## src/design/cal_ctrl_map.svh

```systemverilog
// Register indices, field positions, reset values and defaults of the calibration control block
`ifndef CAL_CTRL_MAP_SVH
`define CAL_CTRL_MAP_SVH
// Register indices; byte address is four times the index
`define IDX_OSC_TRIM 8'h59
`define IDX_PLL_RESET 8'h5c
`define IDX_OSC_CTRL 8'h5d
`define IDX_OSC_STATUS 8'h5e
`define IDX_CAL_ENABLE 8'h61
`define IDX_CALIBRATION_CONFIG_0 8'h62
`define IDX_CALIBRATION_CONFIG_1 8'h65
`define IDX_LINK_ENABLE 8'h70
`define IDX_IRQ_STATUS 8'h71
`define IDX_IRQ_MASK 8'h72
// Reset values
`define RST_OSC_TRIM 8'h00
`define RST_PLL_RESET 8'h00
`define RST_OSC_CTRL 8'h40
`define RST_CAL_ENABLE 8'h01
`define RST_CALIBRATION_CONFIG_0 8'h01
`define RST_CALIBRATION_CONFIG_1 8'h01
`define RST_LINK_ENABLE 8'h00
`define RST_IRQ 8'h00
// Field positions
`define BIT_CAL_ENABLE 0
`define BIT_FG 0
`define BIT_BG 1
`define BIT_FG_OFFSET 2
`define BIT_BG_OFFSET 3
`define BIT_OSC_FINISHED 0
`define BIT_OSC_ENABLE 0
`define BIT_PLL_RESET 0
`define BIT_LINK_ENABLE 0
`define SETTLE_LSB 4
`define SETTLE_MSB 6
`define TRIM_MSB 6
`define IRQ_OSC_DONE 0
`define IRQ_FG_DONE 1
`define TRIM_FIRST_TRIAL 7'h40
// Bus answers
`define RESP_OKAY 2'h0
`define RESP_SLVERR 2'h2
`endif

```

## src/design/cal_ctrl_pkg.sv

```systemverilog
// Types shared by the calibration control modules
package cal_ctrl_pkg;
  typedef enum logic [1:0] {OSC_IDLE, OSC_STEP, OSC_SETTLE, OSC_DONE} osc_state_t;
  typedef enum logic [2:0] {CAL_HOLD, CAL_RESET_VALUES, CAL_FOREGROUND, FOREGROUND_ENABLE_OFFSET, CAL_RUNNING} cal_state_t;
endpackage

```

## src/design/adc_cal_control.sv

```systemverilog
// Calibration control block: AXI4-Lite registers, oscillator tuning, sequencer and interrupts
`timescale 1ns/1ps
`include "cal_ctrl_map.svh"
module adc_cal_control #(
  parameter int SETTLE_UNIT = 16,
  parameter int FG_CYCLES = 1024,
  parameter int OFFSET_CYCLES = 256,
  parameter int DIG_DIV = 4,
  parameter int LINK_DIV = 8
) (
  // Clock and reset
  input wire logic clk_sys,
  input wire logic srst,
  // AXI4-Lite write address
  input wire logic awvalid,
  output logic awready,
  input wire logic [9:0] awaddr,
  // AXI4-Lite write data
  input wire logic wvalid,
  output logic wready,
  input wire logic [31:0] wdata,
  input wire logic [3:0] wstrb,
  // AXI4-Lite write response
  output logic bvalid,
  input wire logic bready,
  output logic [1:0] bresp,
  // AXI4-Lite read
  input wire logic arvalid,
  output logic arready,
  input wire logic [9:0] araddr,
  output logic rvalid,
  input wire logic rready,
  output logic [31:0] rdata,
  output logic [1:0] rresp,
  // Oscillator side
  input wire logic oscAboveTarget,
  output logic [6:0] oscTrim,
  // Calibration controls
  output logic calInReset,
  output logic calValuesReset,
  output logic fgCalRun,
  output logic fgOffsetRun,
  output logic bgCalRun,
  output logic bgOffsetRun,
  // Divided clock enables and link
  output logic digClkEn,
  output logic linkClkEn,
  output logic serialLinkEnable,
  // Interrupt
  output logic irq
);
  // Register file
  logic [7:0] oscTrim_reg, pllReset_reg, oscCtrl_reg, calEnable_reg;
  logic [7:0] calCfg0_reg, calCfg1_reg, linkEnable_reg, irqStatus_reg, irqMask_reg;
  // Write channel holding state
  logic awHeld_reg, wHeld_reg, bvalid_reg;
  logic [7:0] awIdx_reg;
  logic [7:0] wData_reg;
  logic wLane0_reg;
  logic [1:0] bresp_reg;
  // Read channel state
  logic rvalid_reg;
  logic [31:0] rdata_reg;
  logic [1:0] rresp_reg;
  logic [7:0] rIdx_reg;
  // Engine and sequencer wires
  logic engLoad, engBusy, oscFinished, fgPassDone;
  logic [6:0] engTrim;
  logic oscFinishedDly_reg;

  // Field decode
  wire calEnable = calEnable_reg[`BIT_CAL_ENABLE];
  wire fgEnable = calCfg0_reg[`BIT_FG];
  wire bgEnable = calCfg0_reg[`BIT_BG];
  wire fgOffsetEnable = calCfg0_reg[`BIT_FG_OFFSET];
  wire bgOffsetEnable = calCfg0_reg[`BIT_BG_OFFSET];
  wire oscTuneEnable = oscCtrl_reg[`BIT_OSC_ENABLE];
  wire pllTuneReset = pllReset_reg[`BIT_PLL_RESET];
  wire [2:0] settleCode = oscCtrl_reg[`SETTLE_MSB:`SETTLE_LSB];
  wire [7:0] oscStatus = {7'h00, oscFinished};

  // Write decode
  wire wrFire = awHeld_reg && wHeld_reg && !bvalid_reg;
  wire wrEn = wrFire && wLane0_reg;
  wire wrTrim = wrEn && (awIdx_reg == `IDX_OSC_TRIM);
  wire wrPllReset = wrEn && (awIdx_reg == `IDX_PLL_RESET);
  wire wrOscCtrl = wrEn && (awIdx_reg == `IDX_OSC_CTRL);
  wire wrCalEnable = wrEn && (awIdx_reg == `IDX_CAL_ENABLE);
  wire wrCfg0 = wrEn && (awIdx_reg == `IDX_CALIBRATION_CONFIG_0);
  wire wrCfg1 = wrEn && (awIdx_reg == `IDX_CALIBRATION_CONFIG_1);
  wire wrLink = wrEn && (awIdx_reg == `IDX_LINK_ENABLE);
  wire wrIrqStatus = wrEn && (awIdx_reg == `IDX_IRQ_STATUS);
  wire wrIrqMask = wrEn && (awIdx_reg == `IDX_IRQ_MASK);
  wire wrMapped = (awIdx_reg == `IDX_OSC_TRIM) || (awIdx_reg == `IDX_PLL_RESET) ||
                  (awIdx_reg == `IDX_OSC_CTRL) || (awIdx_reg == `IDX_OSC_STATUS) ||
                  (awIdx_reg == `IDX_CAL_ENABLE) || (awIdx_reg == `IDX_CALIBRATION_CONFIG_0) ||
                  (awIdx_reg == `IDX_CALIBRATION_CONFIG_1) || (awIdx_reg == `IDX_LINK_ENABLE) ||
                  (awIdx_reg == `IDX_IRQ_STATUS) || (awIdx_reg == `IDX_IRQ_MASK);

  // Read decode
  wire [7:0] arIdx = araddr[9:2];
  wire arTake = arvalid && !rvalid_reg;
  wire rdHit = (arIdx == `IDX_OSC_TRIM) || (arIdx == `IDX_PLL_RESET) || (arIdx == `IDX_OSC_CTRL) ||
               (arIdx == `IDX_OSC_STATUS) || (arIdx == `IDX_CAL_ENABLE) || (arIdx == `IDX_CALIBRATION_CONFIG_0) ||
               (arIdx == `IDX_CALIBRATION_CONFIG_1) || (arIdx == `IDX_LINK_ENABLE) || (arIdx == `IDX_IRQ_STATUS) ||
               (arIdx == `IDX_IRQ_MASK);
  wire [7:0] rdByte =
    (arIdx == `IDX_OSC_TRIM) ? oscTrim_reg :
    (arIdx == `IDX_PLL_RESET) ? pllReset_reg :
    (arIdx == `IDX_OSC_CTRL) ? oscCtrl_reg :
    (arIdx == `IDX_OSC_STATUS) ? oscStatus :
    (arIdx == `IDX_CAL_ENABLE) ? calEnable_reg :
    (arIdx == `IDX_CALIBRATION_CONFIG_0) ? calCfg0_reg :
    (arIdx == `IDX_CALIBRATION_CONFIG_1) ? calCfg1_reg :
    (arIdx == `IDX_LINK_ENABLE) ? linkEnable_reg :
    (arIdx == `IDX_IRQ_STATUS) ? irqStatus_reg :
    (arIdx == `IDX_IRQ_MASK) ? irqMask_reg : 8'h00;

  // Bus handshakes
  assign awready = !awHeld_reg && !bvalid_reg;
  assign wready = !wHeld_reg && !bvalid_reg;
  assign arready = !rvalid_reg;
  assign bvalid = bvalid_reg;
  assign bresp = bresp_reg;
  assign rvalid = rvalid_reg;
  assign rdata = rdata_reg;
  assign rresp = rresp_reg;

  always_ff @(posedge clk_sys) begin
    if (srst) begin
      awHeld_reg <= 1'b0;
      wHeld_reg <= 1'b0;
      bvalid_reg <= 1'b0;
      awIdx_reg <= 8'h00;
      wData_reg <= 8'h00;
      wLane0_reg <= 1'b0;
      bresp_reg <= `RESP_OKAY;
    end else begin
      if (awvalid && awready) begin
        awHeld_reg <= 1'b1;
        awIdx_reg <= awaddr[9:2];
      end
      if (wvalid && wready) begin
        wHeld_reg <= 1'b1;
        wData_reg <= wdata[7:0];
        wLane0_reg <= wstrb[0];
      end
      if (wrFire) begin
        awHeld_reg <= 1'b0;
        wHeld_reg <= 1'b0;
        bvalid_reg <= 1'b1;
        bresp_reg <= wrMapped ? `RESP_OKAY : `RESP_SLVERR;
      end else if (bvalid_reg && bready) begin
        bvalid_reg <= 1'b0;
      end
    end
  end

  always_ff @(posedge clk_sys) begin
    if (srst) begin
      rvalid_reg <= 1'b0;
      rdata_reg <= 32'h0000_0000;
      rresp_reg <= `RESP_OKAY;
      rIdx_reg <= 8'h00;
    end else if (arTake) begin
      rvalid_reg <= 1'b1;
      rdata_reg <= {24'h00_0000, rdByte};
      rresp_reg <= rdHit ? `RESP_OKAY : `RESP_SLVERR;
      rIdx_reg <= arIdx;
    end else if (rvalid_reg && rready) begin
      rvalid_reg <= 1'b0;
    end
  end

  // Control registers; reserved bits store what software writes
  always_ff @(posedge clk_sys) begin
    if (srst) begin
      pllReset_reg <= `RST_PLL_RESET;
      oscCtrl_reg <= `RST_OSC_CTRL;
      calEnable_reg <= `RST_CAL_ENABLE;
      calCfg0_reg <= `RST_CALIBRATION_CONFIG_0;
      calCfg1_reg <= `RST_CALIBRATION_CONFIG_1;
      linkEnable_reg <= `RST_LINK_ENABLE;
      irqMask_reg <= `RST_IRQ;
    end else begin
      if (wrPllReset) pllReset_reg <= wData_reg;
      if (wrOscCtrl) oscCtrl_reg <= wData_reg;
      if (wrCalEnable) calEnable_reg <= wData_reg;
      if (wrCfg0) calCfg0_reg <= wData_reg;
      if (wrCfg1) calCfg1_reg <= wData_reg;
      if (wrLink) linkEnable_reg <= wData_reg;
      if (wrIrqMask) irqMask_reg <= wData_reg;
    end
  end

  // Engine owns the trim while tuning; a software write then is lost
  always_ff @(posedge clk_sys) begin
    if (srst) oscTrim_reg <= `RST_OSC_TRIM;
    else if (engLoad) oscTrim_reg <= {1'b0, engTrim};
    else if (wrTrim && !engBusy) oscTrim_reg <= wData_reg;
  end
  assign oscTrim = oscTrim_reg[`TRIM_MSB:0];
  assign serialLinkEnable = linkEnable_reg[`BIT_LINK_ENABLE];

  osc_tune_engine #(
    .SETTLE_UNIT(SETTLE_UNIT)
  ) uOscTune (
    .clk_sys(clk_sys),
    .srst(srst),
    .tuneReset(pllTuneReset),
    .tuneEnable(oscTuneEnable),
    .settleCode(settleCode),
    .oscAboveTarget(oscAboveTarget),
    .trimLoad(engLoad),
    .trimValue(engTrim),
    .busy(engBusy),
    .finished(oscFinished)
  );

  cal_sequencer #(
    .FG_CYCLES(FG_CYCLES),
    .OFFSET_CYCLES(OFFSET_CYCLES),
    .DIG_DIV(DIG_DIV),
    .LINK_DIV(LINK_DIV)
  ) uSeq (
    .clk_sys(clk_sys),
    .srst(srst),
    .calEnable(calEnable),
    .fgEnable(fgEnable),
    .bgEnable(bgEnable),
    .fgOffsetEnable(fgOffsetEnable),
    .bgOffsetEnable(bgOffsetEnable),
    .calInReset(calInReset),
    .calValuesReset(calValuesReset),
    .fgCalRun(fgCalRun),
    .fgOffsetRun(fgOffsetRun),
    .bgCalRun(bgCalRun),
    .bgOffsetRun(bgOffsetRun),
    .fgPassDone(fgPassDone),
    .digClkEn(digClkEn),
    .linkClkEn(linkClkEn)
  );

  // Sticky interrupt status; a new event beats a same-cycle clear
  always_ff @(posedge clk_sys) begin
    if (srst) oscFinishedDly_reg <= 1'b0;
    else oscFinishedDly_reg <= oscFinished;
  end
  wire [7:0] irqEvent = {6'h00, fgPassDone, oscFinished && !oscFinishedDly_reg};
  localparam logic [7:0] IRQ_RESET = `RST_IRQ;
  for (genvar b = 0; b < 8; b++) begin : gIrq
    logic flag_reg;
    always_ff @(posedge clk_sys) begin
      if (srst) flag_reg <= IRQ_RESET[b];
      else if (irqEvent[b]) flag_reg <= 1'b1;
      else if (wrIrqStatus && wData_reg[b]) flag_reg <= 1'b0;
    end
    assign irqStatus_reg[b] = flag_reg;
  end
  assign irq = |(irqStatus_reg & irqMask_reg);

  // Divider restarts from zero, so the first pulse comes DIG_DIV - 1 cycles after enable
  localparam int DIG_FIRST = DIG_DIV - 1;
endmodule

```

## src/design/cal_sequencer.sv

```systemverilog
// Calibration pass sequencer and the clock dividers it holds in reset
`timescale 1ns/1ps
module cal_sequencer #(
  parameter int FG_CYCLES = 1024,
  parameter int OFFSET_CYCLES = 256,
  parameter int DIG_DIV = 4,
  parameter int LINK_DIV = 8
) (
  // Clock and reset
  input wire logic clk_sys,
  input wire logic srst,
  // Configuration
  input wire logic calEnable,
  input wire logic fgEnable,
  input wire logic bgEnable,
  input wire logic fgOffsetEnable,
  input wire logic bgOffsetEnable,
  // Calibration controls
  output logic calInReset,
  output logic calValuesReset,
  output logic fgCalRun,
  output logic fgOffsetRun,
  output logic bgCalRun,
  output logic bgOffsetRun,
  output logic fgPassDone,
  // Divided clock enables
  output logic digClkEn,
  output logic linkClkEn
);
  cal_ctrl_pkg::cal_state_t state_reg, state_next;
  logic [15:0] count_reg;
  wire fgEnd = (count_reg >= 16'(FG_CYCLES - 1));
  wire osEnd = (count_reg >= 16'(OFFSET_CYCLES - 1));
  localparam int DIVS [2] = '{DIG_DIV, LINK_DIV};
  logic [1:0] divPulse;

  always_comb begin
    state_next = state_reg;
    unique case (state_reg)
      cal_ctrl_pkg::CAL_HOLD: state_next = cal_ctrl_pkg::CAL_RESET_VALUES;
      cal_ctrl_pkg::CAL_RESET_VALUES: begin
        state_next = fgEnable ? cal_ctrl_pkg::CAL_FOREGROUND : cal_ctrl_pkg::CAL_RUNNING;
      end
      cal_ctrl_pkg::CAL_FOREGROUND: begin
        if (fgEnd) state_next = fgOffsetEnable ? cal_ctrl_pkg::FOREGROUND_ENABLE_OFFSET : cal_ctrl_pkg::CAL_RUNNING;
      end
      cal_ctrl_pkg::FOREGROUND_ENABLE_OFFSET: if (osEnd) state_next = cal_ctrl_pkg::CAL_RUNNING;
      cal_ctrl_pkg::CAL_RUNNING: state_next = cal_ctrl_pkg::CAL_RUNNING;
    endcase
    if (!calEnable) state_next = cal_ctrl_pkg::CAL_HOLD;
  end

  always_ff @(posedge clk_sys) begin
    if (srst) begin
      state_reg <= cal_ctrl_pkg::CAL_HOLD;
      count_reg <= 16'h0000;
    end else begin
      state_reg <= state_next;
      count_reg <= (state_next == state_reg) ? count_reg + 16'h0001 : 16'h0000;
    end
  end

  for (genvar g = 0; g < 2; g++) begin : gDiv
    logic [7:0] div_reg;
    always_ff @(posedge clk_sys) begin
      if (srst || !calEnable) div_reg <= 8'h00;
      else div_reg <= (div_reg >= 8'(DIVS[g] - 1)) ? 8'h00 : div_reg + 8'h01;
    end
    assign divPulse[g] = calEnable && (div_reg == 8'(DIVS[g] - 1));
  end

  assign digClkEn = divPulse[0];
  assign linkClkEn = divPulse[1];
  assign calInReset = (state_reg == cal_ctrl_pkg::CAL_HOLD);
  assign calValuesReset = (state_reg == cal_ctrl_pkg::CAL_RESET_VALUES);
  assign fgCalRun = (state_reg == cal_ctrl_pkg::CAL_FOREGROUND);
  assign fgOffsetRun = (state_reg == cal_ctrl_pkg::FOREGROUND_ENABLE_OFFSET);
  assign bgCalRun = (state_reg == cal_ctrl_pkg::CAL_RUNNING) && bgEnable;
  assign bgOffsetRun = bgCalRun && bgOffsetEnable;
  assign fgPassDone = (state_reg != cal_ctrl_pkg::CAL_RUNNING) && (state_reg != cal_ctrl_pkg::CAL_HOLD) &&
                      (state_next == cal_ctrl_pkg::CAL_RUNNING);
endmodule

```

## src/design/osc_tune_engine.sv

```systemverilog
// Successive approximation engine that centres the oscillator frequency trim
`timescale 1ns/1ps
`include "cal_ctrl_map.svh"
module osc_tune_engine #(
  parameter int SETTLE_UNIT = 16
) (
  // Clock and reset
  input wire logic clk_sys,
  input wire logic srst,
  // Control
  input wire logic tuneReset,
  input wire logic tuneEnable,
  input wire logic [2:0] settleCode,
  input wire logic oscAboveTarget,
  // Results
  output logic trimLoad,
  output logic [6:0] trimValue,
  output logic busy,
  output logic finished
);
  cal_ctrl_pkg::osc_state_t state_reg, state_next;
  logic [6:0] trial_reg;
  logic [2:0] bitIdx_reg;
  logic [15:0] settle_reg;
  wire [15:0] settleTarget = 16'((settleCode + 3'h1) * SETTLE_UNIT);
  wire [6:0] bitMask = 7'(7'h01 << bitIdx_reg);
  wire [6:0] judged = oscAboveTarget ? (trial_reg & ~bitMask) : trial_reg;
  wire lastBit = (bitIdx_reg == 3'h0);

  always_comb begin
    state_next = state_reg;
    unique case (state_reg)
      cal_ctrl_pkg::OSC_IDLE: begin
        if (!tuneReset) state_next = tuneEnable ? cal_ctrl_pkg::OSC_STEP : cal_ctrl_pkg::OSC_DONE;
      end
      cal_ctrl_pkg::OSC_STEP: state_next = cal_ctrl_pkg::OSC_SETTLE;
      cal_ctrl_pkg::OSC_SETTLE: begin
        if (settle_reg >= settleTarget) state_next = lastBit ? cal_ctrl_pkg::OSC_DONE : cal_ctrl_pkg::OSC_STEP;
      end
      cal_ctrl_pkg::OSC_DONE: state_next = cal_ctrl_pkg::OSC_DONE;
    endcase
    if (tuneReset) state_next = cal_ctrl_pkg::OSC_IDLE;
  end

  always_ff @(posedge clk_sys) begin
    if (srst) begin
      state_reg <= cal_ctrl_pkg::OSC_IDLE;
      trial_reg <= `TRIM_FIRST_TRIAL;
      bitIdx_reg <= 3'(`TRIM_MSB);
      settle_reg <= 16'h0000;
    end else begin
      state_reg <= state_next;
      settle_reg <= (state_reg == cal_ctrl_pkg::OSC_SETTLE) ? settle_reg + 16'h0001 : 16'h0000;
      if (state_reg == cal_ctrl_pkg::OSC_IDLE) begin
        trial_reg <= `TRIM_FIRST_TRIAL;
        bitIdx_reg <= 3'(`TRIM_MSB);
      end else if (state_reg == cal_ctrl_pkg::OSC_SETTLE && settle_reg >= settleTarget) begin
        // Keep or drop the bit under test, then try the next lower one
        trial_reg <= lastBit ? judged : (judged | (bitMask >> 1));
        bitIdx_reg <= lastBit ? bitIdx_reg : bitIdx_reg - 3'h1;
      end
    end
  end

  assign trimLoad = (state_reg == cal_ctrl_pkg::OSC_STEP) ||
                    (state_reg == cal_ctrl_pkg::OSC_SETTLE && settle_reg >= settleTarget);
  assign trimValue = (state_reg == cal_ctrl_pkg::OSC_STEP) ? trial_reg : judged;
  assign busy = (state_reg == cal_ctrl_pkg::OSC_STEP) || (state_reg == cal_ctrl_pkg::OSC_SETTLE);
  assign finished = (state_reg == cal_ctrl_pkg::OSC_DONE);
endmodule

```

## config.mk

```make
export PLATFORM = sky130hd
export DESIGN_NAME = adc_cal_control
export DESIGN_NICKNAME = d
export VERILOG_FILES = /design/src/design/cal_ctrl_pkg.sv /design/src/design/adc_cal_control.sv /design/src/design/cal_sequencer.sv /design/src/design/osc_tune_engine.sv
export VERILOG_INCLUDE_DIRS = /design/src /design/src/design
export SDC_FILE = /design/constraint.sdc
export NUM_CORES = 1
export LEC_CHECK = 0
export BUFFER_PORTS_ARGS = -buffer_cell sky130_fd_sc_hd__buf_4
export CORE_MARGIN = 1.5
export CORE_UTILIZATION = 50
export DETAILED_ROUTE_END_ITERATION = 8
export PLACE_DENSITY_LB_ADDON = 0.1
export RECOVER_POWER = 100
export SYNTH_ARGS = -nofsm -noshare
export SYNTH_HDL_FRONTEND = slang
export SYNTH_SLANG_ARGS = --single-unit
```

## constraint.sdc

```tcl
create_clock -name clk_sys -period 3.5 [get_ports clk_sys]
set_clock_uncertainty 0.2 [all_clocks]
set_input_delay 0.525 -clock clk_sys [delete_from_list [all_inputs] [get_ports clk_sys]]
set_output_delay 0.525 -clock clk_sys [all_outputs]
set_load 0.005 [all_outputs]
```

Yosys cells after proc, flatten, opt, wreduce, memory -nomap -nowiden
Cells that the tools add are included.
{"block": "totals", "reg_bits": 163, "in_bits": 64, "out_inout_bits": 58}
{"block": "classes", "n_addsub": 6, "magnitude_cmp": 5, "n_eq_ne": 33, "shifts": 1, "muxes": 35, "bitwise": 7, "n_reduce_logical": 77}
{"op": "8-bit by 7-bit == test with 1-bit output, second input constant", "n": 20}
{"op": "8-bit 2-to-1 mux", "n": 10}
{"op": "7-bit 2-to-1 mux", "n": 5}
{"op": "16-bit by 1-bit adder with 16-bit output, second input constant", "n": 2}
{"op": "1-bit logical AND", "n": 30}
{"op": "1-bit logical OR", "n": 21}
{"op": "8-bit by 1-bit adder with 8-bit output, second input constant", "n": 2}
{"op": "16-bit by 10-bit >= comparator with 1-bit output, second input constant", "n": 1}
{"op": "16-bit >= comparator", "n": 1}
{"op": "16-bit by 8-bit >= comparator with 1-bit output, second input constant", "n": 1}
{"op": "2-bit OR reduction", "n": 8}
{"op": "3-bit 2-to-1 mux", "n": 5}
{"op": "3-bit one-hot mux with 5 select lines", "n": 1}
{"op": "2-bit 2-to-1 mux", "n": 5}
{"op": "2-bit nonzero test", "n": 5}
{"op": "2-bit by 8-bit AND with 8-bit output", "n": 1}
{"op": "8-bit by 2-bit == test with 1-bit output, second input constant", "n": 1}
{"op": "8-bit by 3-bit == test with 1-bit output, second input constant", "n": 1}
{"op": "8-bit by 2-bit >= comparator with 1-bit output, second input constant", "n": 1}
{"op": "8-bit by 3-bit >= comparator with 1-bit output, second input constant", "n": 1}
{"op": "1-bit 2-to-1 mux", "n": 8}
{"op": "2-bit one-hot mux with 4 select lines", "n": 1}
{"op": "8-bit OR reduction", "n": 1}
{"op": "7-bit AND", "n": 1}
{"op": "19 further kinds", "n": 31}

Longest topological paths before layout
{"block": "depth", "ltp_word": 11, "mapped_depth": 9, "mapped_depth_nobuf": 8}

Hierarchy
A second synthesis with hierarchy kept.
{"block": "unflattened", "cells_unflattened": 902, "area_unflattened_um2": 8101.5}
{"mod": "adc_cal_control", "n_inst": 1, "cells_per_inst": 552, "area_each_um2": 4830.9, "seq_area_each_um2": 1961.9}
{"mod": "cal_sequencer", "n_inst": 1, "cells_per_inst": 168, "area_each_um2": 1667.8, "seq_area_each_um2": 700.7}
{"mod": "osc_tune_engine", "n_inst": 1, "cells_per_inst": 182, "area_each_um2": 1602.8, "seq_area_each_um2": 560.5}

Worst setup path before layout
Ideal clock, no wire load.
{"block": "synth_path", "path_type": "register to register", "start": "register oscCtrl_reg[4]", "end": "register uOscTune.bitIdx_reg[2]", "setup_ns": 0.122, "arrival_ns": 2.163, "slack_ns": 1.015, "stages_incl_launch_ff": 9, "n_path_buf": 0, "cell_sequence": "dfxtp_1 > ha_1 > inv_1 > ha_1 > o21ai_0 > or2b_2 > a21oi_1 > nor2_1 > a311o_1"}
{"block": "synth_via", "elab_chain_cells": 4}
{"item": "start, declared", "line_no": "adc_cal_control.sv:53", "rtl": "logic [7:0] oscTrim_reg, pllReset_reg, oscCtrl_reg, calEnable_reg;"}
{"item": "start signal, assigned", "line_no": "adc_cal_control.sv:179", "rtl": "oscCtrl_reg <= `RST_OSC_CTRL;"}
{"item": "start signal, assigned", "line_no": "adc_cal_control.sv:187", "rtl": "if (wrOscCtrl) oscCtrl_reg <= wData_reg;"}
{"item": "3-bit by 1-bit adder with 4-bit output", "line_no": "osc_tune_engine.sv:25", "rtl": "wire [15:0] settleTarget = 16'((settleCode + 3'h1) * SETTLE_UNIT);"}
{"item": "16-bit >= comparator", "line_no": "osc_tune_engine.sv:57", "rtl": "end else if (state_reg == cal_ctrl_pkg::OSC_SETTLE && settle_reg >= settleTarget) begin"}
{"item": "1-bit logical AND", "line_no": "osc_tune_engine.sv:57"}
{"item": "2-bit AND reduction (no line)"}
{"item": "end signal, assigned", "line_no": "osc_tune_engine.sv:49", "rtl": "bitIdx_reg <= 3'(`TRIM_MSB);"}
{"item": "end signal, assigned", "line_no": "osc_tune_engine.sv:56", "rtl": "bitIdx_reg <= 3'(`TRIM_MSB);"}
{"item": "end signal, assigned", "line_no": "osc_tune_engine.sv:60", "rtl": "bitIdx_reg <= lastBit ? bitIdx_reg : bitIdx_reg - 3'h1;"}
{"item": "end, declared", "line_no": "osc_tune_engine.sv:23", "rtl": "logic [2:0] bitIdx_reg;"}
No other way between the ends.
A chain may end at the register's enable or synchronous reset.

Worst setup path in the final report
{"block": "layout_path", "start": "input port araddr[3]", "end": "register rdata_reg[7] (netlist: rdata[7])"}
{"block": "layout_via", "elab_chain_cells": 11}
{"item": "start, declared", "line_no": "adc_cal_control.sv:30", "rtl": "input wire logic [9:0] araddr,"}
{"item": "8-bit by 7-bit == test with 1-bit output (no line)"}
{"item": "8-bit 2-to-1 mux", "line_no": "adc_cal_control.sv:117", "rtl": "(arIdx == `IDX_IRQ_MASK) ? irqMask_reg : 8'h00;"}
{"item": "8-bit 2-to-1 mux", "line_no": "adc_cal_control.sv:116", "rtl": "(arIdx == `IDX_IRQ_STATUS) ? irqStatus_reg :"}
{"item": "8-bit 2-to-1 mux", "line_no": "adc_cal_control.sv:115", "rtl": "(arIdx == `IDX_LINK_ENABLE) ? linkEnable_reg :"}
{"item": "8-bit 2-to-1 mux", "line_no": "adc_cal_control.sv:114", "rtl": "(arIdx == `IDX_CALIBRATION_CONFIG_1) ? calCfg1_reg :"}
{"item": "8-bit 2-to-1 mux", "line_no": "adc_cal_control.sv:113", "rtl": "(arIdx == `IDX_CALIBRATION_CONFIG_0) ? calCfg0_reg :"}
{"item": "8-bit 2-to-1 mux", "line_no": "adc_cal_control.sv:112", "rtl": "(arIdx == `IDX_CAL_ENABLE) ? calEnable_reg :"}
{"item": "8-bit 2-to-1 mux", "line_no": "adc_cal_control.sv:111", "rtl": "(arIdx == `IDX_OSC_STATUS) ? oscStatus :"}
{"item": "8-bit 2-to-1 mux", "line_no": "adc_cal_control.sv:110", "rtl": "(arIdx == `IDX_OSC_CTRL) ? oscCtrl_reg :"}
{"item": "8-bit 2-to-1 mux", "line_no": "adc_cal_control.sv:109", "rtl": "(arIdx == `IDX_PLL_RESET) ? pllReset_reg :"}
{"item": "8-bit 2-to-1 mux (*)", "line_no": "adc_cal_control.sv:108", "rtl": "(arIdx == `IDX_OSC_TRIM) ? oscTrim_reg :"}
{"item": "end signal, assigned", "line_no": "adc_cal_control.sv:167", "rtl": "rdata_reg <= {24'h00_0000, rdByte};"}
{"item": "end, declared", "line_no": "adc_cal_control.sv:63", "rtl": "logic [31:0] rdata_reg;"}
Every way passes the cells marked *; elsewhere a longest branch is shown, timed or not.

==> out/metrics.sh <==
DRIVE_GT1_FRAC=0.110
SYNTH_LARGEST_TYPE_AREA_FRACTION=0.402
TOTALPOWERFINAL_W=0.00436
CTS_ROOT_BUF='sky130_fd_sc_hd__clkbuf_16'
TIMING.CRITICAL_PATH.ARRIVAL_NS=2.97
GRTUSAGEMET2=0.351
SYNTH_TOP_AREA_CELL='sky130_fd_sc_hd__dfxtp_1'
NUMCTSBUFFERS=17
POST_SYNTH_MAIN_AREA_CONTRIBUTORS='sky130_fd_sc_hd__dfxtp_1 40%, sky130_fd_sc_hd__mux2i_1 6.0%, sky130_fd_sc_hd__nor2_1 5.6%, sky130_fd_sc_hd__nand2_1 5.1%, sky130_fd_sc_hd__a21oi_1 4.2%'
CRITPATHKIND='in2reg'
CRITICAL_PATH.STARTPOINT_TYPE='input port'
CTS.PATH.MAX_BUFFERS=2
CTSRESIZECOUNT=0
COUNT_OF_FILL_CELLS_ADDED_DURING_FILLER_INSERTION=1534
POSTROUTEWIRELENGTH_UM=19000
FP-ROW-COUNT=46
SYNTHESIS.YOSYS.WARNINGS=0
WORSTSKEWPAIRLATENCY_NS=0.44
CTS_NUM_SINKS=161
GRT_RESOURCE_USAGE_TOTAL=0.238
CORE_AREA_UM2=15800
SLEW_VIOLS_FINAL=0
WORSTMARGINPINSLEW_NS=1.47
TIMING.FINAL.SETUP_VIOLATIONS=0
POSTCTSSETUPREPAIRBUFS=0
GR-USAGE-MET1=0.338
CTS-HTREE-LEVELS=4
DRT-VIAS-PER-INSTANCE=5.50
POWER_DENSITY_nW_PER_UM2=487
LAYOUT.NETS=1069
HOLD_VIOL=0
ASYNC_RESET_FF_FRAC=0
FMAXACHIEVABLE_MHz=347
MOST_COMMON_CELL_IN_THE_SYNTHESIZED_NETLIST='sky130_fd_sc_hd__dfxtp_1'
CLK_PIN_SLEW_NS=0.06
CTS_TREE='built'
FLOORPLAN.IO_PINS=122
POST_SYNTH.CELL_AREA_AVG_UM2=8.43
SLEW_HEADROOM=0.0220
TIMING.FINAL.CRIT_PERIOD_NS=2.88
POWER.LEAKAGE_nW=3.66
WIRE_PER_INST_UM=15.7
DRT_PRE_ANTENNA_ITERS=6
GR-MAX-USAGE-LAYER='met2'
DETAIL_ROUTE.ITER0.VIOLATIONS=596
YS_FF_LATCH=161
CRITICAL_PATH_PEAK_FANOUT=32
CHIPWIDTH_UM=130
SYNTH_EDF_COUNT=0
SYNTH_COMMONEST_CELLS='161 x sky130_fd_sc_hd__dfxtp_1, 120 x sky130_fd_sc_hd__nor2_1, 108 x sky130_fd_sc_hd__nand2_1'
HOLD_WS_NS=0.0812
POST_SYNTH_INSTANCE_AREA_UM2=8020
ANTENNA_FOUND_INITIAL=0
GRT_START_MAX_NET_PINS=59
GP_CONGESTION=0.869
GRT-OVFL-TOTAL=0
PLACE.DETAILED.HPWL_UM=13300
GRT_UTIL_MET3=0.0619
TIMING.REG2REG.WORST_PATH_DEPTH=7
DR_TOTAL_VIAS=6682
YOSYS_MOST_USED_DFF='sky130_fd_sc_hd__dfxtp_1'
FINAL_CORE_UTILIZATION=0.567
START_UTIL=0.509
FINAL_WORST_PATH_CYCLE_SHARE=0.824
DIE-HEIGHT_UM=130
OVERALL_DIE_AREA_UM2=16800
STATUS='finished, final reports clean'
COUNT_OF_BUFFERS_INSERTED_AT_THE_TOP_LEVEL_PORTS=64
GRT_PASS1_VIAS=6020
CP.REQUIRED_NS=3.59
RSZ0062_AT_GRT='false'
DRV_CAP=0
CP-END-KIND='register'
FIRST_PASS_GRT_WIRE_LENGTH_UM=31100
WORSTHOLDPATHCELLS=2
AREA_GROWTH_SYN_TO_LAYOUT_PCT=11.5
TOTALNEGATIVESETUPSLACK_NS=0
SYNTH_SEQUENTIAL_AREA_RATIO=0.402
ANT_NETS=0
SYNTH_CELL_TYPES=77
POST-ROUTE-DRC-COUNT=0
WORST_IR_DROP_VDD_mV=0.360
POST_CTS_HOLD_BUFFER_COUNT=0
SYNTHESIS.INSTANCES=951
HOLD_PATH_CLASS='in2reg'
ANTENNADIODECOUNT=0
## cells in the final DEF, fill, tap and decap left out, types with 30 or more instances in the layout
master | Yosys | routed
sky130_fd_sc_hd__dfxtp_1 | 161 | 161
sky130_fd_sc_hd__nor2_1 | 120 | 120
sky130_fd_sc_hd__nand2_1 | 108 | 108
sky130_fd_sc_hd__a21oi_1 | 68 | 68
sky130_fd_sc_hd__mux2i_1 | 48 | 48
sky130_fd_sc_hd__conb_1 | 1 | 36
sky130_fd_sc_hd__buf_4 | 34 | 35
sky130_fd_sc_hd__inv_1 | 33 | 33
sky130_fd_sc_hd__nand3_1 | 30 | 30
sky130_fd_sc_hd__clkbuf_4 | 0 | 30
## per-layer routing
layer,share of wire,routed length [um]
met4,0.017,327
met5,0,0
met1,0.49,9330
met3,0.054,1030
met2,0.44,8340
## power by group
group | switching, W | leakage [nW] | internal [W]
logic | 0.000325 | 2.06 | 0.000201
clock network | 0.000792 | 0.287 | 0.00105
registers | 0.0000832 | 1.31 | 0.00190
## through the flow
stage	worst slack, ns	std cells	instance area [um^2]
after floorplan	1.02	986	8150
after global placement	0.714	1182	8390
after detailed placement	0.695	1182	8390
after CTS	0.682	1214	8980
after global routing	0.479	1214	8950
final	0.617	1214	8950
## kinds of logic (layout without fill, tap and decap cells)
family | count (synthesis) | after routing | share of synthesized area
and+or+nand+nor | 381 | 381 | 0.230
AOI/OAI and AO/OA | 184 | 184 | 0.155
DFF | 161 | 161 | 0.402
buffers and inverters | 125 | 137 | 0.0867
muxes | 50 | 50 | 0.0632
xor gates and xnor gates | 29 | 29 | 0.0317
adders and majority gates | 20 | 20 | 0.0312
other | 1 | 36 | 0.000467
## worst max-delay path, cell delays in order
cell                        delay (ns)
sky130_fd_sc_hd__clkbuf_1         0.97
sky130_fd_sc_hd__or3b_2           0.63
sky130_fd_sc_hd__o211ai_1         0.14
sky130_fd_sc_hd__a21oi_1          0.12
sky130_fd_sc_hd__a2111oi_0        0.41
sky130_fd_sc_hd__a211oi_1         0.17
## cell type report
cell class / count / area (um^2) / area share
inverters: 33 / 124 / 0.0138
clock buffers: 20 / 467 / 0.0522
clock inverters: 12 / 125 / 0.0140
multi-input cells: 700 / 4220 / 0.472
well taps: 216 / 270 / 0.0302
flip-flops and latches: 161 / 3220 / 0.360
repair buffers: 72 / 515 / 0.0576
## worst paths after layout
| check | from | endpoint | slack [ns] |
|---|---|---|---|
| worst max-delay path | araddr[3] | rdata[7]$_SDFFE_PP0P_ | 0.62 |
| worst min-delay path | rready | rvalid$_SDFFE_PP0P_ | 0.08 |
| worst max register to register | uOscTune.state_reg[0]$_SDFFE_PP0P_ | oscTrim_reg[4]$_SDFFE_PP0P_ | 0.64 |
| worst min register to register | uSeq.gDiv[0].div_reg[0]$_SDFF_PP0_ | uSeq.gDiv[0].div_reg[0]$_SDFF_PP0_ | 0.23 |
(Power assumes the default switching activity.)
